==> config.mk <==
export PLATFORM = sky130hd
export DESIGN_NAME = ssc_cmd_top
export DESIGN_NICKNAME = d
export VERILOG_FILES = /design/src/rtl/ssc_pkg.sv /design/src/rtl/ssc_frame_if.sv /design/src/rtl/ssc_frame_rx.sv /design/src/rtl/ssc_cmd_top.sv
export VERILOG_INCLUDE_DIRS = /design/src /design/src/rtl
export SDC_FILE = /design/constraint.sdc
export NUM_CORES = 1
export LEC_CHECK = 0
export BUFFER_PORTS_ARGS = -buffer_cell sky130_fd_sc_hd__buf_4
export CAP_MARGIN = 20
export CORE_MARGIN = 2
export CORE_UTILIZATION = 25
export CTS_CLUSTER_SIZE = 28
export DETAILED_ROUTE_END_ITERATION = 10
export PLACE_DENSITY_LB_ADDON = 0.25
export SYNTH_ARGS = -nofsm -noshare
export SYNTH_HDL_FRONTEND = slang
export SYNTH_SLANG_ARGS = --single-unit
==> constraint.sdc <==
create_clock -name clk_i -period 10.6 [get_ports clk_i]
set_input_delay 3.18 -clock clk_i [delete_from_list [all_inputs] [get_ports clk_i]]
set_output_delay 3.18 -clock clk_i [all_outputs]
set_load 0.005 [all_outputs]
==> src/rtl/ssc_defines.svh <==
// Offsets, field positions, reset values and timing counts of the serial command block.
`ifndef SSC_DEFINES_SVH
`define SSC_DEFINES_SVH
`define SSC_CLK_PERIOD_NS 20
`define SSC_MS_NS         1000000
`define SSC_TENTH_S_MS    100
`define SSC_OFF_IRQ_STAT  8'h00
`define SSC_OFF_IRQ_MASK  8'h04
`define SSC_OFF_PRM232    8'h08
`define SSC_OFF_PRM485    8'h0c
`define SSC_OFF_CMD_CNT   8'h10
`define SSC_OFF_FB_CNT    8'h14
`define SSC_IRQ_REPLY     0
`define SSC_IRQ_ERROR     1
`define SSC_IRQ_ABORT     2
`define SSC_PRM_RST       28'h050a021
`define SSC_CMD_INIT      4'h1
`define SSC_CMD_POS       4'h2
`define SSC_MODE_SET232   4'h8
`define SSC_MODE_SET485   4'h9
`define SSC_MODE_STATUS   4'h0
`define SSC_MODE_CMDCNT   4'h1
`define SSC_MODE_FBCNT    4'h2
`define SSC_MODE_SPEED    4'h4
`define SSC_SET_LEN       8'h04
`define SSC_EC_ANY        7
`define SSC_EC_CMD        5
`define SSC_EC_LINK       4
`define SSC_EC_RTY        3
`define SSC_EC_T2         2
`define SSC_EC_T1         1
`define SSC_ST_POS        3
`define SSC_ST_NEG        2
`define SSC_ST_SLOW       1
`define SSC_ST_TLIM       0
`define SSC_LOW_SPEED     16'sh001e
`endif

==> src/rtl/ssc_pkg.sv <==
// Types shared by the serial command block.
package ssc_pkg;
  typedef struct packed {
    logic [7:0] t1;
    logic [7:0] t2;
    logic [7:0] t6;
    logic [3:0] retry_count;
  } ssc_prm_t;
  typedef enum logic [1:0] {RX_IDLE = 2'b01, RX_BODY = 2'b10} ssc_rx_st_t;
  typedef enum logic [2:0] {HD_IDLE = 3'b001, HD_WAIT = 3'b010, HD_SEND = 3'b100} ssc_hd_st_t;
endpackage

==> src/rtl/ssc_frame_if.sv <==
// Carrier between the frame receiver and the command handler.
`timescale 1ns/1ns
`default_nettype none
interface ssc_frame_if;
  logic        ms_tick;
  logic [7:0]  t1;
  logic        frame_ok;
  logic        abort;
  logic        link_err;
  logic [7:0]  count;
  logic [7:0]  axis;
  logic [7:0]  cmdmode;
  logic [31:0] pay;
  modport rx (input ms_tick, t1, output frame_ok, abort, link_err, count, axis, cmdmode, pay);
  modport hd (output ms_tick, t1, input frame_ok, abort, link_err, count, axis, cmdmode, pay);
endinterface
`default_nettype wire

==> src/rtl/ssc_frame_rx.sv <==
// Frame receiver: collects count, axis, command, payload and checksum bytes.
`timescale 1ns/1ns
`default_nettype none
`include "ssc_defines.svh"
module ssc_frame_rx (
  // Clock and reset.
  input  wire logic       clk_i,
  input  wire logic       rst_i,
  // Received bytes.
  input  wire logic       rx_valid_i,
  input  wire logic [7:0] rx_data_i,
  input  wire logic       rx_err_i,
  // Frame toward the handler.
  ssc_frame_if.rx         fr
);
  ssc_pkg::ssc_rx_st_t st_q, st_d;
  logic [7:0]  idx_q, idx_d, sum_q, sum_d, cnt_q, cnt_d, axis_q, axis_d, cm_q, cm_d;
  logic [31:0] pay_q, pay_d;
  logic [15:0] gap_q, gap_d, gap_lim;
  logic        ok_q, ok_d, ab_q, ab_d, le_q, le_d;

  // The gap limit is in milliseconds; the character timeout counts tenths of a second.
  assign gap_lim = 16'({8'h00, fr.t1} * `SSC_TENTH_S_MS);

  // Next state: a frame is count+3 bytes after the count byte; the sum of all bytes is zero.
  always_comb begin
    st_d = st_q; idx_d = idx_q; sum_d = sum_q; cnt_d = cnt_q; axis_d = axis_q;
    cm_d = cm_q; pay_d = pay_q; gap_d = gap_q; ok_d = 1'b0; ab_d = 1'b0; le_d = le_q;
    case (st_q)
      ssc_pkg::RX_IDLE: begin
        if (rx_valid_i) begin
          st_d = ssc_pkg::RX_BODY; cnt_d = rx_data_i; sum_d = rx_data_i;
          idx_d = 8'h00; gap_d = 16'h0000; le_d = rx_err_i; pay_d = 32'h0;
        end
      end
      ssc_pkg::RX_BODY: begin
        if (rx_valid_i) begin
          gap_d = 16'h0000;
          idx_d = idx_q + 8'h01;
          sum_d = sum_q + rx_data_i;
          le_d  = le_q | rx_err_i;
          if (idx_q == 8'h00) axis_d = rx_data_i;
          else if (idx_q == 8'h01) cm_d = rx_data_i;
          else if (idx_q < 8'h06) pay_d[8*(idx_q-8'h02) +: 8] = rx_data_i;
          // Only the first four payload bytes are kept; a longer frame is answered as bad count.
          if (idx_q == cnt_q + 8'h02) begin
            st_d = ssc_pkg::RX_IDLE;
            ok_d = (sum_q + rx_data_i) == 8'h00;
          end
        end else if (fr.ms_tick) begin
          gap_d = gap_q + 16'h0001;
          if (gap_q + 16'h0001 >= gap_lim) begin
            st_d = ssc_pkg::RX_IDLE;
            ab_d = 1'b1;
          end
        end
      end
      default: st_d = ssc_pkg::RX_IDLE;
    endcase
  end

  // Registers.
  always_ff @(posedge clk_i) begin
    if (rst_i) begin
      st_q <= ssc_pkg::RX_IDLE; idx_q <= 8'h00; sum_q <= 8'h00; cnt_q <= 8'h00;
      axis_q <= 8'h00; cm_q <= 8'h00; pay_q <= 32'h0; gap_q <= 16'h0000;
      ok_q <= 1'b0; ab_q <= 1'b0; le_q <= 1'b0;
    end else begin
      st_q <= st_d; idx_q <= idx_d; sum_q <= sum_d; cnt_q <= cnt_d;
      axis_q <= axis_d; cm_q <= cm_d; pay_q <= pay_d; gap_q <= gap_d;
      ok_q <= ok_d; ab_q <= ab_d; le_q <= le_d;
    end
  end

  assign fr.frame_ok = ok_q;
  assign fr.abort    = ab_q;
  assign fr.link_err = le_q;
  assign fr.count    = cnt_q;
  assign fr.axis     = axis_q;
  assign fr.cmdmode  = cm_q;
  assign fr.pay      = pay_q;

  // A frame never ends both well and by timeout.
  chk_rx_excl: assert property (@(posedge clk_i) disable iff (rst_i) !(ok_q && ab_q))
    else $error("frame both accepted and aborted");
endmodule
`default_nettype wire

==> src/rtl/ssc_cmd_top.sv <==
// Serial command handler: protocol setup and status, counter and speed readouts.
`timescale 1ns/1ns
`default_nettype none
`include "ssc_defines.svh"
module ssc_cmd_top #(
  parameter int MS_CYC = `SSC_MS_NS / `SSC_CLK_PERIOD_NS
) (
  // Clock and reset.
  input  wire logic        clk_i,
  input  wire logic        rst_i,
  // Wishbone slave.
  input  wire logic        wb_cyc_i,
  input  wire logic        wb_stb_i,
  input  wire logic        wb_we_i,
  input  wire logic [7:0]  wb_adr_i,
  input  wire logic [3:0]  wb_sel_i,
  input  wire logic [31:0] wb_dat_i,
  output logic      [31:0] wb_dat_o,
  output logic             wb_ack_o,
  output logic             irq_o,
  // Serial byte stream; link_485_i says which link the exchange uses.
  input  wire logic        link_485_i,
  input  wire logic [7:0]  axis_i,
  input  wire logic        rx_valid_i,
  input  wire logic [7:0]  rx_data_i,
  input  wire logic        rx_err_i,
  output logic             tx_valid_o,
  output logic      [7:0]  tx_data_o,
  input  wire logic        tx_ready_i,
  // Drive state.
  input  wire logic [1:0]  control_mode_i,
  input  wire logic [15:0] speed_rpm_i,
  input  wire logic        torque_limited_i,
  input  wire logic        cmd_pulse_i,
  input  wire logic        cmd_dir_neg_i,
  input  wire logic        enc_pulse_i,
  input  wire logic        enc_dir_neg_i
);
  ssc_frame_if fr ();
  ssc_frame_rx u_rx (
    .clk_i      (clk_i),
    .rst_i      (rst_i),
    .rx_valid_i (rx_valid_i),
    .rx_data_i  (rx_data_i),
    .rx_err_i   (rx_err_i),
    .fr         (fr)
  );

  // Signed step of a position counter by one pulse.
  function automatic logic [31:0] step(input logic [31:0] c, input logic p, input logic neg);
    step = !p ? c : (neg ? c - 32'h1 : c + 32'h1);
  endfunction

  ssc_pkg::ssc_hd_st_t st_q, st_d;
  ssc_pkg::ssc_prm_t   prm_q [2];
  ssc_pkg::ssc_prm_t   prm_d [2];
  ssc_pkg::ssc_prm_t   pend_q, pend_d, act;
  logic [7:0]  rep_q [9];
  logic [7:0]  rep_d [9];
  logic [3:0]  len_q, len_d, idx_q, idx_d;
  logic        pv_q, pv_d, pl_q, pl_d, err_q, err_d, lk_q, lk_d;
  logic [15:0] pre_q, pre_d, dly_q, dly_d, lim_q, lim_d;
  logic [31:0] ccnt_q, ccnt_d, fcnt_q, fcnt_d, rd_q, rd_d;
  logic [2:0]  stat_q, stat_d, mask_q, mask_d;
  logic        ack_q, ack_d, irq_q, irq_d, txv_q, txv_d;
  logic [7:0]  txd_q, txd_d;
  logic        accept, wr, done;
  logic [7:0]  stb, ec;
  logic [3:0]  cmd, mode;
  logic signed [15:0] spd;

  assign act  = prm_q[link_485_i];
  assign cmd  = fr.cmdmode[3:0];
  assign mode = fr.cmdmode[7:4];
  assign spd  = signed'(speed_rpm_i);
  assign accept = (st_q == ssc_pkg::HD_IDLE) && fr.frame_ok && (fr.axis == axis_i);
  assign done = (st_q == ssc_pkg::HD_SEND) && txv_q && tx_ready_i && (idx_q == len_q);
  assign wr = wb_cyc_i && wb_stb_i && wb_we_i && ack_q;
  assign fr.t1 = act.t1;
  assign fr.ms_tick = (pre_q == 16'(MS_CYC - 1));

  // Status byte of the drive.
  always_comb begin
    stb = 8'h00;
    stb[`SSC_ST_POS]  = spd > 16'sh0000;
    stb[`SSC_ST_NEG]  = spd < 16'sh0000;
    stb[`SSC_ST_SLOW] = (spd < `SSC_LOW_SPEED) && (spd > -`SSC_LOW_SPEED);
    stb[`SSC_ST_TLIM] = torque_limited_i;
  end

  // Reply builder, exchange sequencer and pending setup.
  always_comb begin
    st_d = st_q; len_d = len_q; idx_d = idx_q; pend_d = pend_q; pv_d = pv_q; pl_d = pl_q;
    lim_d = lim_q; dly_d = dly_q; txv_d = txv_q; txd_d = txd_q; err_d = 1'b0; lk_d = lk_q;
    rep_d = rep_q; ec = 8'h00;
    pre_d = fr.ms_tick ? 16'h0000 : pre_q + 16'h0001;
    case (st_q)
      ssc_pkg::HD_IDLE: begin
        if (accept) begin
          ec[`SSC_EC_LINK] = fr.link_err;
          pv_d = 1'b0;
          pl_d = mode[0];
          lk_d = link_485_i;
          rep_d[1] = fr.axis;
          rep_d[2] = fr.cmdmode;
          if (cmd == `SSC_CMD_INIT && (mode == `SSC_MODE_SET232 || mode == `SSC_MODE_SET485)
              && fr.count == `SSC_SET_LEN) begin
            pend_d = '{t1: fr.pay[7:0], t2: fr.pay[15:8], t6: fr.pay[23:16],
                       retry_count: fr.pay[27:24]};
            ec[`SSC_EC_T1]  = fr.pay[7:0] == 8'h00;
            ec[`SSC_EC_T2]  = fr.pay[15:8] == 8'h00;
            ec[`SSC_EC_RTY] = fr.pay[31:28] != 4'h0;
            ec[`SSC_EC_CMD] = 16'({8'h00, fr.pay[23:16]})
                              >= 16'({8'h00, fr.pay[15:8]} * `SSC_TENTH_S_MS);
            pv_d = ec[`SSC_EC_T1:`SSC_EC_T1+0] == 1'b0 && ec[5:1] == 5'h00;
            len_d = 4'h1;
          end else if (cmd == `SSC_CMD_POS && fr.count == 8'h00
                       && mode == `SSC_MODE_STATUS) begin
            rep_d[3] = {6'h00, control_mode_i};
            rep_d[4] = stb;
            len_d = 4'h3;
          end else if (cmd == `SSC_CMD_POS && fr.count == 8'h00
                       && (mode == `SSC_MODE_CMDCNT || mode == `SSC_MODE_FBCNT)) begin
            {rep_d[6], rep_d[5], rep_d[4], rep_d[3]} =
              (mode == `SSC_MODE_CMDCNT) ? ccnt_q : fcnt_q;
            len_d = 4'h5;
          end else if (cmd == `SSC_CMD_POS && fr.count == 8'h00
                       && mode == `SSC_MODE_SPEED) begin
            rep_d[3] = speed_rpm_i[7:0];
            rep_d[4] = speed_rpm_i[15:8];
            len_d = 4'h3;
          end else begin
            // Unknown command or wrong data count: the error code alone goes back.
            ec[`SSC_EC_CMD] = 1'b1;
            len_d = 4'h1;
          end
          ec[`SSC_EC_ANY] = |ec[6:0];
          rep_d[0] = {4'h0, len_d};
          rep_d[len_d + 4'h2] = ec;
          rep_d[len_d + 4'h3] = 8'h00;
          for (int i = 0; i < 8; i++) begin
            if (4'(i) < len_d + 4'h3) rep_d[len_d + 4'h3] = rep_d[len_d + 4'h3] - rep_d[i];
          end
          err_d = ec[`SSC_EC_ANY];
          // The delay clock restarts here, so a millisecond is never cut short.
          pre_d = 16'h0000;
          dly_d = 16'h0000;
          lim_d = (16'({8'h00, act.t6}) < 16'({8'h00, act.t2} * `SSC_TENTH_S_MS)) ?
                  16'({8'h00, act.t6}) : 16'({8'h00, act.t2} * `SSC_TENTH_S_MS);
          st_d = ssc_pkg::HD_WAIT;
        end
      end
      ssc_pkg::HD_WAIT: begin
        if (dly_q >= lim_q) begin
          st_d = ssc_pkg::HD_SEND; txv_d = 1'b1; txd_d = rep_q[0]; idx_d = 4'h0;
          len_d = len_q + 4'h3;
        end else if (fr.ms_tick) begin
          dly_d = dly_q + 16'h0001;
        end
      end
      ssc_pkg::HD_SEND: begin
        if (txv_q && tx_ready_i) begin
          if (idx_q == len_q) begin
            txv_d = 1'b0; st_d = ssc_pkg::HD_IDLE;
          end else begin
            idx_d = idx_q + 4'h1; txd_d = rep_q[idx_q + 4'h1];
          end
        end
      end
      default: st_d = ssc_pkg::HD_IDLE;
    endcase
  end

  // Counters, parameter sets and software registers.
  always_comb begin
    ccnt_d = step(ccnt_q, cmd_pulse_i, cmd_dir_neg_i);
    fcnt_d = step(fcnt_q, enc_pulse_i, enc_dir_neg_i);
    prm_d = prm_q;
    mask_d = mask_q;
    stat_d = stat_q;
    if (wr && wb_sel_i[0] && wb_adr_i == `SSC_OFF_IRQ_STAT) stat_d = stat_q & ~wb_dat_i[2:0];
    if (wr && wb_sel_i[0] && wb_adr_i == `SSC_OFF_IRQ_MASK) mask_d = wb_dat_i[2:0];
    if (wr && wb_sel_i == 4'hf && wb_adr_i == `SSC_OFF_PRM232) prm_d[0] = wb_dat_i[27:0];
    if (wr && wb_sel_i == 4'hf && wb_adr_i == `SSC_OFF_PRM485) prm_d[1] = wb_dat_i[27:0];
    // A setup lands only once its own reply is out, so that exchange kept the old set.
    if (done && pv_q) prm_d[pl_q] = pend_q;
    // Events are applied after the clear so a coincident event is kept.
    if (done) stat_d[`SSC_IRQ_REPLY] = 1'b1;
    if (err_q) stat_d[`SSC_IRQ_ERROR] = 1'b1;
    if (fr.abort) stat_d[`SSC_IRQ_ABORT] = 1'b1;
    irq_d = |(stat_d & mask_d);
    ack_d = wb_cyc_i && wb_stb_i && !ack_q;
    case (wb_adr_i)
      `SSC_OFF_IRQ_STAT: rd_d = {29'h0, stat_q};
      `SSC_OFF_IRQ_MASK: rd_d = {29'h0, mask_q};
      `SSC_OFF_PRM232:   rd_d = {4'h0, prm_q[0]};
      `SSC_OFF_PRM485:   rd_d = {4'h0, prm_q[1]};
      `SSC_OFF_CMD_CNT:  rd_d = ccnt_q;
      `SSC_OFF_FB_CNT:   rd_d = fcnt_q;
      default:           rd_d = 32'h0;
    endcase
  end

  // Registers.
  always_ff @(posedge clk_i) begin
    if (rst_i) begin
      st_q <= ssc_pkg::HD_IDLE; len_q <= 4'h0; idx_q <= 4'h0; pend_q <= `SSC_PRM_RST;
      pv_q <= 1'b0; pl_q <= 1'b0; lk_q <= 1'b0; lim_q <= 16'h0; dly_q <= 16'h0;
      pre_q <= 16'h0; txv_q <= 1'b0; txd_q <= 8'h00; err_q <= 1'b0;
      for (int i = 0; i < 9; i++) rep_q[i] <= 8'h00;
      prm_q[0] <= `SSC_PRM_RST; prm_q[1] <= `SSC_PRM_RST;
      ccnt_q <= 32'h0; fcnt_q <= 32'h0; stat_q <= 3'h0; mask_q <= 3'h0;
      irq_q <= 1'b0; ack_q <= 1'b0; rd_q <= 32'h0;
    end else begin
      st_q <= st_d; len_q <= len_d; idx_q <= idx_d; pend_q <= pend_d;
      pv_q <= pv_d; pl_q <= pl_d; lk_q <= lk_d; lim_q <= lim_d; dly_q <= dly_d;
      pre_q <= pre_d; txv_q <= txv_d; txd_q <= txd_d; err_q <= err_d;
      rep_q <= rep_d; prm_q <= prm_d;
      ccnt_q <= ccnt_d; fcnt_q <= fcnt_d; stat_q <= stat_d; mask_q <= mask_d;
      irq_q <= irq_d; ack_q <= ack_d; rd_q <= rd_d;
    end
  end

  assign wb_dat_o   = rd_q;
  assign wb_ack_o   = ack_q;
  assign irq_o      = irq_q;
  assign tx_valid_o = txv_q;
  assign tx_data_o  = txd_q;

  // Checks beside the logic.
  chk_cmd_cnt_step: assert property (@(posedge clk_i) disable iff (rst_i)
    cmd_pulse_i && !cmd_dir_neg_i |=> ccnt_q == $past(ccnt_q) + 32'h1)
    else $error("command counter missed a forward pulse");
  chk_fb_cnt_back: assert property (@(posedge clk_i) disable iff (rst_i)
    enc_pulse_i && enc_dir_neg_i |=> fcnt_q == $past(fcnt_q) - 32'h1)
    else $error("feedback counter missed a reverse pulse");
  chk_axis_echo: assert property (@(posedge clk_i) disable iff (rst_i)
    st_q == ssc_pkg::HD_SEND && idx_q == 4'h1 |-> tx_data_o == rep_q[1])
    else $error("reply axis byte out of place");
  chk_delay_floor: assert property (@(posedge clk_i) disable iff (rst_i)
    $rose(tx_valid_o) |-> $past(dly_q) >= $past(lim_q))
    else $error("reply started before the minimum delay");
  chk_setup_late: assert property (@(posedge clk_i) disable iff (rst_i)
    prm_q[0] != $past(prm_q[0]) |-> $past(done) || $past(wr))
    else $error("parameter set changed during an exchange");
  chk_setup_lands: assert property (@(posedge clk_i) disable iff (rst_i)
    done && pv_q && !pl_q |=> prm_q[0] == $past(pend_q))
    else $error("valid setup not applied after its reply");
  chk_bad_count: assert property (@(posedge clk_i) disable iff (rst_i)
    accept && cmd == `SSC_CMD_POS && fr.count != 8'h00 |=> rep_q[0] == 8'h01
    && rep_q[3][`SSC_EC_CMD] && rep_q[3][`SSC_EC_ANY])
    else $error("bad count not answered with error code only");
  chk_speed_low: assert property (@(posedge clk_i) disable iff (rst_i)
    accept && cmd == `SSC_CMD_POS && fr.count == 8'h00 && mode == `SSC_MODE_SPEED
    |=> rep_q[3] == $past(speed_rpm_i[7:0]) && rep_q[4] == $past(speed_rpm_i[15:8]))
    else $error("speed bytes out of order");
  chk_ack_single: assert property (@(posedge clk_i) disable iff (rst_i)
    wb_ack_o |=> !wb_ack_o)
    else $error("bus acknowledge held too long");
  cov_status_read: cover property (@(posedge clk_i) disable iff (rst_i)
    accept && mode == `SSC_MODE_STATUS && cmd == `SSC_CMD_POS);
  cov_setup_done: cover property (@(posedge clk_i) disable iff (rst_i) done && pv_q);
  cov_error_reply: cover property (@(posedge clk_i) disable iff (rst_i) err_q);
  cov_rx_abort: cover property (@(posedge clk_i) disable iff (rst_i) fr.abort);
endmodule
`default_nettype wire

==> run summary <==
Share of post-route cells with drive strength above 1: 9.618%
Worst VDD drop: 0.0001319 V
Nets: 3,817
Slowest stage delay, CP: 0.65 ns
Final Cycle Share: 84.79%
Top cell type's share of synthesized area: 29.83%
Number of synthesized register bits: 417
Hold Path Depth: 2
Synth Cell Area: 27,980 um^2
Buf+Inv Stages, Crit Path: 4
Synth Area in Compound Gates: 20.51%
Worst hold path type: reg -> reg
Worst relative slew slack: 30.30%
Area contributors post-synth: dfxtp_1, ha_1, mux2i_1, a21oi_1, nand2_1
CP arrival: 9.55 ns
DP Wirelength: 73,360 um
FF-to-FF End: rep_q[7]
Status: completed
Initial Util: 25.25%
CTS sink cnt: 417
Global Route Usage Sum: 16.78%
Synth top cells by count: dfxtp_1, nand2_1, nor2_1
Routed WL: 99,050 um
Number of routed nets with antenna violations: 0
CP Capture Type: flip-flop
Stages on the worst setup path: 37
Final Hold Fails: 0
Largest family of logic cells by synthesized area: compound AO/OA/AOI/OAI gates
DR WL/cell: 19.92 um
Clock slew at reported path FFs: 0.06 ns
Count leader, synth: dfxtp_1
Via count: 24,989
Area growth syn-to-layout: 15.92%
Syn. warnings: 0
Critical Path Most Common Cell: ha_1
R2r setup slk: 1.61 ns
Die H: 338.6 um
Port Buf Inserts: 130
Cells after Synth: 3,403
Post-synth EDFFs: 0
Clk Latency, worst-skew pair: 0.69 ns
RD Place Congestion: 0.8697
Setup Fix Bufs, Post-CTS: 0
CP top delay family: adder cells
Async SR Flop Fraction: 0%
Xor and xnor area share after synthesis: 5.343%
Register-to-Register Path Depth: 37
Die Wd: 338.6 um
Initial DRC count: 1,774
Worst Setup SP: u_rx.fr.cmdmode[3]
Crit Path Class: reg -> reg
IO Pins: 135
Reg2reg start: u_rx.fr.cmdmode[3]
Critical Path RT: 11.16 ns
Num CTS Buffers: 56
Avg Cell Area, Syn: 8.223 um^2
Number of global-route vias before repair: 23,669
Worst Skew: 0.06520 ns
Initial antenna violation count: 6
TritonCTS clock tree: done
Post-Synth Adder-Cell Area: 13.37%
Cell taking the most area after synthesis: dfxtp_1
Slew Viols, Final: 0
Final Util: 29.27%
Hold_buf cts: 0
Sequential area share after synthesis: 29.83%
Slowest cell on crit path: nor3_1
Mux cell area share after synthesis: 7.789%
Die footprint: 114,600 um^2
Worst setup SP type: flip-flop
CP max FO: 11
Row count: 122
Fillers: 12,009
Max-cap violations: 0
RSZ-0062 raised after global routing: no
DRT Pass-1 Iters: 6
Global-route wire length before repair: 149,800 um
CORE AREA: 110,800 um^2
Power Dens Cells: 158.0 nW/um^2
Largest net degree at the start of global routing: 171
Clk buf depth: 3
CTS Root Buffer Type: clkbuf_16
Post-CTS resize count: 0
Main synth FF type: dfxtp_1
CP Capture Point: rep_q[7]
Post-layout min period: 8.988 ns
GRT overflow: 0
Worst-Margin Slew: 1.045 ns
Drt drc: 0
DR vias/cell: 5.025
Fin Setup TNS: 0 ns
Synth cell types: 100
Leakage: 0.01343 uW
Fmax: 111.3 MHz
Post-Synth Simple-Gate Area: 18.47%
Setup violations, final: 0
H-tree depth: 2
-- layer usage --
layer / vias up / GRT usage (%) / share of wire, %
li1: 12340 / - / -
met1: 11957 / 23.89 / 49
met2: 581 / 26.13 / 44
met3: 105 / 2.669 / 5.2
met4: 6 / 4.389 / 2.2
met5: - / 0 / 0.034
-- layout make-up --
class / instances / area (um^2) / share of cell area (%)
antenna: 2 / 5.005 / 0.01543
clock buffer: 71 / 1529 / 4.714
clock inverter: 32 / 459.2 / 1.416
inverter: 157 / 589.3 / 1.817
multi-input combinational: 2646 / 18390 / 56.70
sequential: 417 / 8348 / 25.74
tap: 1488 / 1862 / 5.740
timing repair buffer: 160 / 1254 / 3.865
-- layout by cell type (no fill, tap or decap), drive strengths merged, types with 11 or more instances in the layout --
cell type / count
o21ai: 145
a211oi: 81
nor3: 70
dfxtp: 417
or2: 11
clkbuf: 71
a21o: 69
o211ai: 30
and2: 11
a222oi: 25
a21oi: 292
or3: 26
fa: 20
inv: 158
ha: 267
nand4: 30
and3: 41
xnor2: 100
nand2b: 20
o21a: 24
nor2: 343
clkinv: 20
mux2: 18
and4: 13
a31oi: 25
nand3b: 12
buf: 160
a22oi: 38
xor2: 69
nor2b: 30
a21boi: 19
mux4: 14
nand3: 77
o22ai: 22
mux2i: 166
nor4: 27
o21bai: 19
a22o: 15
a2111oi: 12
nand2: 358
-- state kept, by name (all words and copies together) (netlist names), 2 cells and up --
name             flops
rep_q               67
prm_q               56
ccnt_q              32
fcnt_q              32
u_rx.fr.pay         32
wb_dat_o            32
pend_q              28
dly_q               16
pre_q               16
u_rx.gap_q          16
lim_q               15
tx_data_o            8
u_rx.fr.axis         8
u_rx.fr.cmdmode      8
u_rx.fr.count        8
u_rx.idx_q           8
u_rx.sum_q           8
idx_q                4
len_q                4
mask_q               3
st_q                 3
stat_q               3
u_rx.st_q            2
-- tightest hold or removal path, stage by stage, from the launching register on --
cell	delay, ns
dfxtp_1	0.29
inv_1	0.06
nor3_1	0.05
-- logic make-up (layout without fill, tap and decap cells) --
family	count (synthesis)	after routing
xor+xnor	169	169
buf+inv	344	420
fa+ha+maj	287	287
flops	417	417
simple gates	1104	1104
compound gates	883	883
other cells	1	7
mux	198	198
-- through the flow --
stage	std cells	setup WS, ns	area [um^2]	hold WS [ns]	power [uW]
floorplan	3407	2.282	28000	0.4132	2709
global placement	4866	1.222	30400	0.4320	3068
finish	4973	1.612	32440	0.4436	5125
CTS	4969	1.652	32380	0.4473	5162
global route	4971	0.9644	32430	0.4711	5381
detailed placement	4866	1.245	30400	0.4382	3073
-- worst min path at each step --
| stage | from | to | slack (ns) |
|---|---|---|---|
| floorplan | pre_q[0] | pre_q[0] | 0.41 |
| global placement | pre_q[0] | pre_q[0] | 0.43 |
| detailed placement | pre_q[0] | pre_q[0] | 0.44 |
| CTS | pre_q[0] | pre_q[0] | 0.45 |
| global route | lim_q[10] | lim_q[10] | 0.47 |
| finish | lim_q[11] | lim_q[11] | 0.44 |
-- power breakdown --
group,total [uW],leakage (uW),switching [uW],internal (uW)
clock,2060,0.000975,818,1240
combinational,1370,0.00908,794,576
sequential,1690,0.00338,76.0,1620
total,5130,0.0134,1690,3440
No activity file was read; power rests on OpenSTA's default activity.
